## src/inc/error_status_reporting_regs.vh

```
// register offsets, field positions, reset values and counts for the
// error status reporting block; definitions only, included by bare name
`ifndef ERROR_STATUS_REPORTING_REGS_VH
`define ERROR_STATUS_REPORTING_REGS_VH

// register offsets on the plain register port
`define ERR_FLAGS_OFFSET 8'h62
`define ERR_IRQ_MASK_OFFSET 8'h6c
`define ERR_MSG_COUNT_OFFSET 8'h6e
`define ERR_LAST_MSG_OFFSET 8'h70

// flag bit positions inside error_flags
`define ERR_BIT_STROBE_GLITCH 13
`define ERR_BIT_GFX_SW_SMI 12
`define ERR_BIT_THERMAL 11
`define ERR_BIT_LOCKED_NONMEM 9
`define ERR_BIT_REFRESH_TIMEOUT 8
`define ERR_BIT_MEM_THROTTLE 7
`define ERR_BIT_UNIMPL_COMPLETION 5

// implemented flag bits; every other position is reserved
`define ERR_IMPL_MASK 16'h3ba0
`define ERR_FLAGS_RESET 16'h0000
`define ERR_IRQ_MASK_RESET 16'h0000

// message type codes, one-hot except none, which is zero
`define ERR_MSG_NONE 3'h0
`define ERR_MSG_SERR 3'h1
`define ERR_MSG_SMI 3'h2
`define ERR_MSG_SCI 3'h4

// queued refreshes that raise the refresh timeout flag
`define ERR_REFRESH_LIMIT 1024

`endif

```

## src/core/error_status_reporting.v

```verilog
// error status register with upstream error message launch
// assumes enable registers live elsewhere and arrive as plain inputs
// assumes event inputs are pulses or levels in the clk domain
// assumes the link raises msg_ready in the cycle it takes a message
//
// Function
// - flag rise may send enabled message type
// - bit 13 set on bus strobe glitch
// - flags stay set until written one
// - bit 12 set on graphics software event
// - thermal bit set only when message sent
// - no thermal message while flag set
// - bit 9 set on locked nonmemory access
// - bit 8 set at 1024 queued refreshes
// - bit 7 set on memory throttling
// - bit 5 set on unimplemented completion
// - one condition yields at most one message
// - serr messages need global enable too
`timescale 1ns/10ps
`default_nettype none
`include "error_status_reporting_regs.vh"

module error_status_reporting #(
    parameter REFRESH_LIMIT = `ERR_REFRESH_LIMIT,
    parameter REFRESH_WIDTH = 11
) (
    // clock and synchronous reset
    input wire clk,
    input wire reset,
    // register port
    input wire [7:0] reg_addr,
    input wire [15:0] reg_wdata,
    input wire reg_write,
    input wire reg_read,
    output reg [15:0] reg_rdata_ff,
    // error conditions, one-cycle pulses
    input wire strobe_glitch_evt,
    input wire gfx_sw_smi_evt,
    input wire thermal_trip_evt,
    input wire locked_nonmemory_evt,
    input wire refresh_queued,
    input wire refresh_serviced,
    input wire memory_throttle_evt,
    input wire unimplemented_completion_evt,
    // enables kept in registers outside this block, one bit per flag
    input wire [15:0] serr_enable_register,
    input wire [15:0] smi_enable_register,
    input wire [15:0] sci_enable_register,
    input wire pci_serr_enable,
    // upstream error special cycle request
    output reg msg_valid_ff,
    output reg [2:0] msg_type_ff,
    output reg [3:0] msg_source_ff,
    input wire msg_ready,
    // level interrupt
    output reg irq_ff
);

    // implemented flag positions
    localparam [15:0] IMPL = `ERR_IMPL_MASK;

    reg [15:0] error_flags_ff;
    wire [15:0] nxt_error_flags;
    reg [15:0] irq_mask_ff;
    reg [15:0] pending_ff;
    reg [15:0] nxt_pending;
    reg [15:0] msg_count_ff;
    reg [6:0] last_msg_ff;
    reg [15:0] nxt_rdata;
    reg [2:0] launch_type;
    reg [3:0] launch_src;

    wire refresh_limit_hit;
    wire [15:0] event_vec;
    wire [15:0] clear_vec;
    wire [15:0] serr_route;
    wire [15:0] any_route;
    wire [15:0] flag_rise;
    wire thermal_would_send;
    wire launch;
    wire launch_go;
    wire flags_wr;
    wire mask_wr;
    wire thermal_routed;
    wire thermal_blocked;
    wire route_serr;
    wire route_smi;
    wire route_sci;
    wire [15:0] launch_clear;
    wire [15:0] new_pending;
    wire [15:0] irq_src;

    // lowest pending flag goes first
    function [3:0] first_bit;
        input [15:0] v;
        integer k;
        begin
            first_bit = 4'h0;
            for (k = 15; k >= 0; k = k - 1) begin
                if (v[k]) begin
                    first_bit = k[3:0];
                end
            end
        end
    endfunction

    refresh_backlog_counter #(
        .LIMIT(REFRESH_LIMIT),
        .WIDTH(REFRESH_WIDTH)
    ) u_refresh_backlog (
        .clk(clk),
        .reset(reset),
        .refresh_queued(refresh_queued),
        .refresh_serviced(refresh_serviced),
        .limit_reached_ff(refresh_limit_hit)
    );

    // serr gated by the global enable
    assign serr_route = serr_enable_register & {16{pci_serr_enable}};
    assign any_route = serr_route | smi_enable_register | sci_enable_register;

    assign thermal_routed = any_route[`ERR_BIT_THERMAL];
    assign thermal_blocked = error_flags_ff[`ERR_BIT_THERMAL];
    assign thermal_would_send = thermal_trip_evt && thermal_routed && !thermal_blocked;

    // map each condition onto its flag position; reserved stay zero
    // strobe glitch
    assign event_vec[`ERR_BIT_STROBE_GLITCH] = strobe_glitch_evt;
    assign event_vec[`ERR_BIT_GFX_SW_SMI] = gfx_sw_smi_evt;
    assign event_vec[`ERR_BIT_THERMAL] = thermal_would_send;
    assign event_vec[`ERR_BIT_LOCKED_NONMEM] = locked_nonmemory_evt;
    assign event_vec[`ERR_BIT_REFRESH_TIMEOUT] = refresh_limit_hit;
    assign event_vec[`ERR_BIT_MEM_THROTTLE] = memory_throttle_evt;
    assign event_vec[`ERR_BIT_UNIMPL_COMPLETION] = unimplemented_completion_evt;
    // reserved positions never set
    assign event_vec[15:14] = 2'b00;
    assign event_vec[10] = 1'b0;
    assign event_vec[6] = 1'b0;
    assign event_vec[4:0] = 5'h00;

    // register write decode
    assign flags_wr = reg_write && (reg_addr == `ERR_FLAGS_OFFSET);
    assign mask_wr = reg_write && (reg_addr == `ERR_IRQ_MASK_OFFSET);

    assign clear_vec = flags_wr ? reg_wdata : 16'h0000;

    // per-flag sticky update; set wins over a clear in the same cycle
    genvar gi;
    generate
        for (gi = 0; gi < 16; gi = gi + 1) begin : g_flag
            wire held;
            wire hit;
            assign held = error_flags_ff[gi] & ~clear_vec[gi];
            // a new event beats the clear
            assign hit = event_vec[gi];
            assign nxt_error_flags[gi] = IMPL[gi] & (held | hit);
        end
    endgenerate

    // message only on a zero to one step
    assign flag_rise = nxt_error_flags & ~error_flags_ff;

    // a new message may start when the link slot is free or handed off
    assign launch = (|pending_ff) && (!msg_valid_ff || msg_ready);

    // index of the next flag to send
    always @* begin
        launch_src = first_bit(pending_ff);
    end

    // route bits of the flag that goes next
    assign route_serr = serr_route[launch_src];
    assign route_smi = smi_enable_register[launch_src];
    assign route_sci = sci_enable_register[launch_src];

    // one message type per condition, serr first
    always @* begin
        if (route_serr) begin
            launch_type = `ERR_MSG_SERR;
        end else if (route_smi) begin
            launch_type = `ERR_MSG_SMI;
        end else if (route_sci) begin
            launch_type = `ERR_MSG_SCI;
        end else begin
            launch_type = `ERR_MSG_NONE;
        end
    end

    // a launch with no route left only drops the pending bit
    assign launch_go = launch && (launch_type != `ERR_MSG_NONE);

    // bit handed to the link this cycle
    assign launch_clear = launch ? (16'h0001 << launch_src) : 16'h0000;

    // queue rises that have an enabled route
    assign new_pending = flag_rise & any_route;

    // a fresh rise beats its own launch clear
    always @* begin
        nxt_pending = (pending_ff & ~launch_clear) | new_pending;
    end

    // irq sources, next flags under the current mask
    assign irq_src = nxt_error_flags & irq_mask_ff;

    always @(posedge clk) begin
        if (reset) begin
            error_flags_ff <= `ERR_FLAGS_RESET;
        end else begin
            error_flags_ff <= nxt_error_flags;
        end
    end

    // interrupt mask register
    always @(posedge clk) begin
        if (reset) begin
            irq_mask_ff <= `ERR_IRQ_MASK_RESET;
        end else if (mask_wr) begin
            irq_mask_ff <= reg_wdata & IMPL; // reserved bits stay zero
        end
    end

    // level interrupt, same cycle as the flag
    always @(posedge clk) begin
        if (reset) begin
            irq_ff <= 1'b0;
        end else begin
            irq_ff <= |irq_src;
        end
    end

    // pending rises, one bit per flag
    always @(posedge clk) begin
        if (reset) begin
            pending_ff <= 16'h0000;
        end else begin
            pending_ff <= nxt_pending;
        end
    end

    // upstream message launch and hold until accepted
    always @(posedge clk) begin
        if (reset) begin
            msg_valid_ff <= 1'b0;
            msg_type_ff <= `ERR_MSG_NONE;
            msg_source_ff <= 4'h0;
        end else if (launch_go) begin
            msg_valid_ff <= 1'b1;
            msg_type_ff <= launch_type;
            msg_source_ff <= launch_src;
        end else if (msg_ready) begin
            msg_valid_ff <= 1'b0;
        end
    end

    // message count and last message for software
    always @(posedge clk) begin
        if (reset) begin
            msg_count_ff <= 16'h0000;
            last_msg_ff <= 7'h00;
        end else if (launch_go) begin
            msg_count_ff <= msg_count_ff + 16'h0001; // wraps at full scale
            last_msg_ff <= {launch_type, launch_src};
        end
    end

    // read mux, unmapped addresses read zero
    always @* begin
        case (reg_addr)
            `ERR_FLAGS_OFFSET: nxt_rdata = error_flags_ff;
            `ERR_IRQ_MASK_OFFSET: nxt_rdata = irq_mask_ff;
            `ERR_MSG_COUNT_OFFSET: nxt_rdata = msg_count_ff;
            `ERR_LAST_MSG_OFFSET: nxt_rdata = {9'h000, last_msg_ff};
            default: nxt_rdata = 16'h0000;
        endcase
    end

    // read data stand only in the cycle after the strobe
    always @(posedge clk) begin
        if (reset) begin
            reg_rdata_ff <= 16'h0000;
        end else if (reg_read) begin
            reg_rdata_ff <= nxt_rdata;
        end else begin
            reg_rdata_ff <= 16'h0000;
        end
    end

endmodule // error_status_reporting

`default_nettype wire

```

## src/core/refresh_backlog_counter.v

```verilog
// counter of queued memory core refreshes with a threshold flag
// assumes one queue and one service pulse at most per cycle each
`timescale 1ns/10ps
`default_nettype none

module refresh_backlog_counter #(
    parameter LIMIT = 1024,
    parameter WIDTH = 11
) (
    input wire clk,
    input wire reset,
    input wire refresh_queued,
    input wire refresh_serviced,
    output reg limit_reached_ff
);

    localparam [WIDTH-1:0] LIMIT_W = LIMIT[WIDTH-1:0];

    reg [WIDTH-1:0] count_ff;
    reg [WIDTH-1:0] nxt_count;

    // up on queue, down on service, saturating at the limit and at zero
    always @* begin
        nxt_count = count_ff;
        if (refresh_queued && !refresh_serviced && count_ff != LIMIT_W) begin
            nxt_count = count_ff + {{(WIDTH-1){1'b0}}, 1'b1};
        end else if (refresh_serviced && !refresh_queued && count_ff != {WIDTH{1'b0}}) begin
            nxt_count = count_ff - {{(WIDTH-1){1'b0}}, 1'b1};
        end
    end

    // count and threshold flop
    always @(posedge clk) begin
        if (reset) begin
            count_ff <= {WIDTH{1'b0}};
            limit_reached_ff <= 1'b0;
        end else begin
            count_ff <= nxt_count;
            limit_reached_ff <= (nxt_count == LIMIT_W);
        end
    end

endmodule // refresh_backlog_counter

`default_nettype wire

```

## config.mk

```make
export PLATFORM = sky130hd
export DESIGN_NAME = error_status_reporting
export DESIGN_NICKNAME = d
export VERILOG_FILES = /design/src/core/error_status_reporting.v /design/src/core/refresh_backlog_counter.v
export VERILOG_INCLUDE_DIRS = /design/src /design/src/inc
export SDC_FILE = /design/constraint.sdc
export NUM_CORES = 1
export LEC_CHECK = 0
export BUFFER_PORTS_ARGS = -buffer_cell sky130_fd_sc_hd__buf_4
export CORE_ASPECT_RATIO = 0.8
export CORE_MARGIN = 10
export CORE_UTILIZATION = 58
export CTS_CLUSTER_DIAMETER = 120
export DETAILED_ROUTE_END_ITERATION = 8
export HOLD_SLACK_MARGIN = 0.15
export PLACE_DENSITY = 0.91
export SYNTH_ARGS = -nofsm -noshare
export SYNTH_HDL_FRONTEND = slang
export SYNTH_SLANG_ARGS = --single-unit
```

## constraint.sdc

```tcl
create_clock -name clk -period 8.4 [get_ports clk]
set_clock_uncertainty 0.1 [all_clocks]
set_input_delay 0.42 -clock clk [delete_from_list [all_inputs] [get_ports clk]]
set_output_delay 0.42 -clock clk [all_outputs]
set_load 0.02 [all_outputs]
```

; Word-level counts from Yosys, hierarchy flattened
; Cells that the tools add are included.
[word_totals]
elab_cells = 109
register_bits = 99
output_inout_bits = 25
[op_classes]
reduce_logical = 21
shifts = 1
add_sub_neg = 3
n_bitwise = 32
eq_ne = 6
mux = 32
order_cmp = 1
[ops]
columns = operator, n
row1 = $mux 4, 16
row2 = $pmux 16 s4, 1
row3 = $and 16x16->16, 3
row4 = $or 16x16->16, 3
row5 = $eq 8x7->1 const B, 4
row6 = $not 16->16, 2
row7 = $reduce_or 16->1, 2
row8 = $mux 11, 2
row9 = $add 16x1->16 const B, 1
row10 = $and 14x16->16, 1
row11 = $mux 16, 1
row12 = $shl 1x4->16 const A, 1
row13 = $and 14x14->14, 1
row14 = $mux 14, 1
row15 = $bmux 1 s4, 3
row16 = $add 11x1->11 const B, 1
row17 = $eq 11x11->1 const B, 1
row18 = $ne 11x11->1 const B, 1
row19 = $reduce_bool 11->1, 1
row20 = $sub 11x1->11 const B, 1
row21 = $logic_and 1x1->1, 10
row22 = $mux 3, 3
row23 = $not 1->1, 8
row24 = $and 1x1->1, 7
row25 = 8 further kinds, 21

; Depth between registers and ports, before layout
[logic_depth]
word_depth = 24
ltp_mapped = 14

; By module
; Synthesis repeated with hierarchy kept, for this count alone.
[unflattened]
hier_cells = 589
area_unflattened_um2 = 4884.7
[by_module_without_submodules]
columns = mod, instances, area_per_inst_um2, cells_each
row1 = error_status_reporting, 1, 3941.3, 469
row2 = refresh_backlog_counter, 1, 943.4, 120

; Worst setup path before layout
; No wires, ideal clock.
[synth_path]
kind = flip-flop to flip-flop
start = register pending_ff[14], in the netlist first_bit.v[14]
end = register msg_count_ff[5]
required_time_ns = 8.179
stages_incl_launch_ff = 13
setup_time_ns = 0.121
path_slack_ns = 4.987
arrival_time_ns = 3.193
cell_sequence = dfxtp_1 nand2b_1 a221o_1 a2111o_1 a31oi_2 buf_6 buf_4 mux2i_1 nor3_1 nor4_2 a31oi_2 nand4_1 mux2_2
[synth_between]
elab_chain_cells = 22
[synth_lines]
columns = element, line
row1 = from (decl), error_status_reporting.v:65  ; reg [15:0] pending_ff;
row2 = from (signal assigned), error_status_reporting.v:237  ; pending_ff <= nxt_pending;
row3 = $mux 4 (15 in a row), error_status_reporting.v:100  ; if (v[k]) begin
row4 = $bmux 1 s4, error_status_reporting.v:174  ; assign route_sci = sci_enable_register[launch_src];
row5 = $mux 1 (implied by the code), error_status_reporting.v:174
row6 = $mux 3, error_status_reporting.v:182  ; end else if (route_sci) begin
row7 = $mux 3, error_status_reporting.v:180  ; end else if (route_smi) begin
row8 = $mux 3, error_status_reporting.v:178  ; if (route_serr) begin
row9 = $reduce_bool 3->1 (no line), n/a
row10 = $logic_and 1x1->1 (*), error_status_reporting.v:190  ; assign launch_go = launch && (launch_type != `ERR_MSG_NONE);
row11 = to (signal assigned), error_status_reporting.v:262  ; msg_count_ff <= msg_count_ff + 16'h0001;
row12 = to (decl), error_status_reporting.v:67  ; reg [15:0] msg_count_ff;
; Every way passes the cells marked *; elsewhere a longest branch is shown, timed or not. The select of a mux whose other input is x is not followed.
; A chain may end at the register's enable or synchronous reset.

; Worst setup path in the final report
[layout_path]
start = register pending_ff[11], in the netlist first_bit.v[11]
end = register msg_count_ff[5]
[layout_between]
elab_chain_cells = 19
[layout_lines]
columns = element, line
row1 = $mux 4 (12 in a row), error_status_reporting.v:100
row2 = $bmux 1 s4, error_status_reporting.v:174
row3 = $mux 1 (implied by the code), error_status_reporting.v:174
row4 = $mux 3, error_status_reporting.v:182
row5 = $mux 3, error_status_reporting.v:180
row6 = $mux 3, error_status_reporting.v:178
row7 = $reduce_bool 3->1 (no line), n/a
row8 = $logic_and 1x1->1 (*), error_status_reporting.v:190
; Marks and branches as above.

==> impl_metrics.py <==
metrics = {
    "routing": {
        "first_pass_iters": 6,
        "viasPerCell": 6.13,
        "via_count": 4588,
        "drt_iter0_markers": 419,
        "drtAntennaViolNets": 0,
        "wl_per_cell_um": 17.7,
        "drc_errors": 0,
        "routed_wl_mm": 13.2,
    },
    "final_layout": {
        "post-route-cell-area_um2": 5430,
        "syn2layout_area_growth_pct": 23.2,
        "layout-drive-gt1-share_pct": 20.5,
        "final_net_count": 727,
        "fillerInstances": 571,
        "diodes": 0,
    },
    "synth": {
        "synthXorXnorAreaFrac_pct": 2.78,
        "synth_ff_type": "dfxtp_1",
        "synth-edff-count": 0,
        "mappedNetlistArea_um2": 4400,
        "synth_nets": 639,
        "synthCells": 550,
        "yosys.area_share.simple_pct": 28.0,
        "synthAdderAreaFrac_pct": 0.852,
        "synthMuxAreaShare_pct": 4.69,
        "ys_ff_latch": 83,
        "syn_area_per_cell_um2": 8.01,
        "async_flop_share_pct": 0,
        "synth_top_family_by_area": "simple AND/OR/NAND/NOR gates",
        "yosysUniqueCellTypes": 59,
        "ys_warn_count": 0,
        "synth_compound_area_share_pct": 21.2,
        "ys_seq_area_share_pct": 37.7,
    },
    "sta": {
        "period_share_pct": 58.7,
        "max_slew_margin_pct": 21.6,
        "worst_pin_slew_ns": 1.17,
        "finalSetupTns_ns": 0,
        "rsz0062_at_grt": "false",
        "clock.fmax_ghz": 0.203,
        "slew_violations": 0,
        "setup_violations": 0,
        "final-hold-violation-count": 0,
        "whs_ns": 0.202,
        "finalCriticalPeriod_ns": 4.93,
        "setup_ws_ns": 3.47,
    },
    "pwr": {
        "power.switching_w": 0.000414,
        "powerDensity_nw_per_um2": 219,
        "peakVddDrop_mv": 0.123,
        "swShare_pct": 34.8,
        "seqPwrFrac_pct": 40.0,
        "p_int_w": 0.000774,
        "fin_total_pwr_w": 0.00119,
        "power_frac_clock_pct": 27.7,
        "power_leakage_nw": 2.18,
        "p_comb_share_pct": 32.3,
    },
    "clock_network": {
        "ctsResizeCount": 0,
        "clock_path_buffers": 2,
        "cts_root_buf": "clkbuf_8",
        "post_cts_buffers": 0,
        "cts_buffers": 9,
        "cts_hold_buf": 0,
        "cts_max_level": 3,
        "clock-sinks": 83,
        "clkTransAtPathRegs_ns": 0.09,
        "cts_tree": "built",
        "clock_latency_ns": 0.35,
    },
    "worst_setup_path": {
        "slowest_delay_ns": 0.97,
        "path_common_cell": "a31oi_2",
        "endpoint_kind": "flop",
        "crit_start": "first_bit.v[11]",
        "arrival_ns": 5.07,
        "criticalPathCategory": "flop to flop",
        "worst_path_max_delay_cell": "a31oi_2",
        "cp_num_buf_inv": 0,
        "worst_setup_path_start_kind": "flop",
        "path_cells": "nor2_1 > a221o_1 > a2111o_1 > a31oi_2 > mux2i_1 > o22ai_1 > nor4_2 > a31oi_2 > nand4_1 > mux2_2",
        "crit_family": "compound AO/OA/AOI/OAI gates",
        "rr_endpoint": "msg_count_ff[5]",
        "crit_end": "msg_count_ff[5]",
        "cp.required_ns": 8.55,
        "regToRegSetupSlack_ns": 3.47,
        "critical_path_depth": 10,
        "r2r_cells": 10,
        "r2r_start": "first_bit.v[11]",
        "crit_fanout": 20,
    },
    "die": {
        "start_util_pct": 59.6,
        "die_h_um": 97.9,
        "placement_rows": 28,
        "die_w_um": 117,
        "core_um2": 7390,
        "fp.dieArea_um2": 11500,
        "ios": 111,
    },
    "global_routing": {
        "grt_use_total_pct": 21.7,
        "grt_pass1_wl_mm": 21.2,
        "grt_overflow": 0,
        "grt_pass1_vias": 4394,
        "grt_max_degree": 71,
        "antenna_found_initial": 0,
    },
    "place": {
        "portBuffers": 101,
        "gp_congestion": 0.939,
        "dp_slack_ns": 3.56,
        "hpwl_mm": 9.92,
        "dpl-instance-area_um2": 5190,
    },
    "run": {
        "cap_violations": 0,
    },
    "min_path": {
        "hold_class": "primary input to flop",
        "hold_depth": 3,
    },
    "status": {
        "outcome": "finished clean",
    },
}
==> cell families (layout without fill, tap and decap cells) <==
group / Yosys count / count (layout)
buffers and inverters: 48 / 141
DFF: 83 / 83
xor gates and xnor gates: 14 / 14
AOI/OAI and AO/OA: 135 / 135
adders and majority gates: 3 / 3
muxes: 20 / 20
and+or+nand+nor: 247 / 247
==> flip-flops by register name, summed over array words and instances, names as in the netlist <==
| register | count |
|---|---|
| reg_rdata_ff | 16 |
| u_refresh_backlog.count_ff | 11 |
| msg_valid_ff | 1 |
| first_bit.v | 16 |
| u_refresh_backlog.limit_reached_ff | 1 |
| error_flags_ff | 7 |
| irq_ff | 1 |
| msg_source_ff | 3 |
| last_msg_ff | 1 |
| msg_type_ff | 3 |
| msg_count_ff | 16 |
| irq_mask_ff | 7 |
==> power groups by stage <==
stage | Combinational [W] | Clock [W] | Sequential [W]
2_1_floorplan | 0.000273 | 0 | 0.000480
3_3_place_gp | 0.000362 | 0 | 0.000480
3_5_place_dp | 0.000375 | 0 | 0.000483
4_1_cts | 0.000378 | 0.000332 | 0.000474
5_1_grt | 0.000418 | 0.000350 | 0.000482
6_report | 0.000384 | 0.000329 | 0.000475
==> final cells by class <==
class,count,area [um2],area share [%]
Multi-Input combinational cell,419,2530,46.7
Sequential cell,83,1660,30.6
Timing Repair Buffer,106,796,14.7
Clock buffer,10,138,2.54
Tap cell,105,131,2.42
Clock inverter,6,96.3,1.78
Inverter,19,71.3,1.31
==> Yosys cell counts (3+ instances only) <==
library cell	number	area share, %
and2_1	3	0.43
or3_1	3	0.43
a311oi_1	7	1.4
nor3b_1	12	2.0
xnor2_1	11	2.2
ha_1	3	0.85
nand2b_1	10	1.4
o21a_1	4	0.68
o211a_1	3	0.68
clkbuf_1	21	1.8
a21oi_1	47	5.3
and2_0	3	0.43
a21boi_0	3	0.51
nand2_1	58	4.9
xor2_1	3	0.60
nor2_1	75	6.4
nor2b_1	10	1.4
buf_6	3	0.77
o21ai_0	11	1.2
inv_1	19	1.6
o31ai_1	6	1.0
nand4_1	9	1.3
and3_1	13	1.8
nand3_1	16	1.8
mux2_2	5	1.3
mux2i_1	15	3.4
a211o_1	3	0.60
buf_2	3	0.34
nor4_1	9	1.3
dfxtp_1	83	38
o32ai_1	5	0.99
or4_1	6	1.0
nor3_1	10	1.1
a211oi_1	8	1.4
nand3b_1	5	0.85
o22ai_1	4	0.57
a222oi_1	6	1.4
a22oi_1	9	1.5
==> worst min-delay path: stages <==
cell	delay, ns
buf_4	0.08
a21oi_1	0.04
nor2_1	0.07
==> cell usage in the layout, fill, tap and decap left out, types with 3 or more instances in the layout <==
cell,netlist,layout
a211o_1,3,3
a211oi_1,8,8
a21boi_0,3,3
a21oi_1,47,47
a222oi_1,6,6
a22oi_1,9,9
a311oi_1,7,7
and2_0,3,3
and2_1,3,3
and3_1,13,13
buf_4,1,106
clkbuf_8,0,10
dfxtp_1,83,83
ha_1,3,3
inv_1,19,19
mux2_2,5,5
mux2i_1,15,15
nand2_1,58,58
nand2b_1,10,10
nand3_1,16,16
nand3b_1,5,5
nand4_1,9,9
nor2_1,75,75
nor2b_1,10,10
nor3_1,10,10
nor3b_1,12,12
nor4_1,9,9
o211a_1,3,3
o21a_1,4,4
o21ai_0,11,11
o22ai_1,4,4
o31ai_1,6,6
o32ai_1,5,5
or3_1,3,3
or4_1,6,6
xnor2_1,11,11
xor2_1,3,3
==> per-stage QoR <==
stage / utilization, % / instances
2_1_floorplan: - / 550
3_3_place_gp: 70.2 / 732
3_5_place_dp: 70.2 / 732
4_1_cts: 73.4 / 748
5_1_grt: 73.4 / 748
6_report: 73.4 / 748
==> layer usage <==
layer | part of all wire (%) | up-vias | track usage, %
met5 | 0 | - | 0
met4 | 1.3 | 0 | 6.44
met3 | 7.0 | 14 | 5.18
met2 | 50 | 217 | 38.6
met1 | 41 | 2181 | 25.2
li1 | - | 2176 | -
==> how the worst min path moves through the flow <==
stage / startpoint / endpoint / slack (ns)
3_5_place_dp: first_bit.v[6] / first_bit.v[6] / 0.37
6_report: strobe_glitch_evt / error_flags_ff[13] / 0.20
3_3_place_gp: first_bit.v[6] / first_bit.v[6] / 0.36
4_1_cts: strobe_glitch_evt / error_flags_ff[13] / 0.19
2_1_floorplan: u_refresh_backlog.limit_reached_ff / error_flags_ff[8] / 0.34
5_1_grt: strobe_glitch_evt / error_flags_ff[13] / 0.21
No activity file was read; power rests on OpenSTA's default activity.
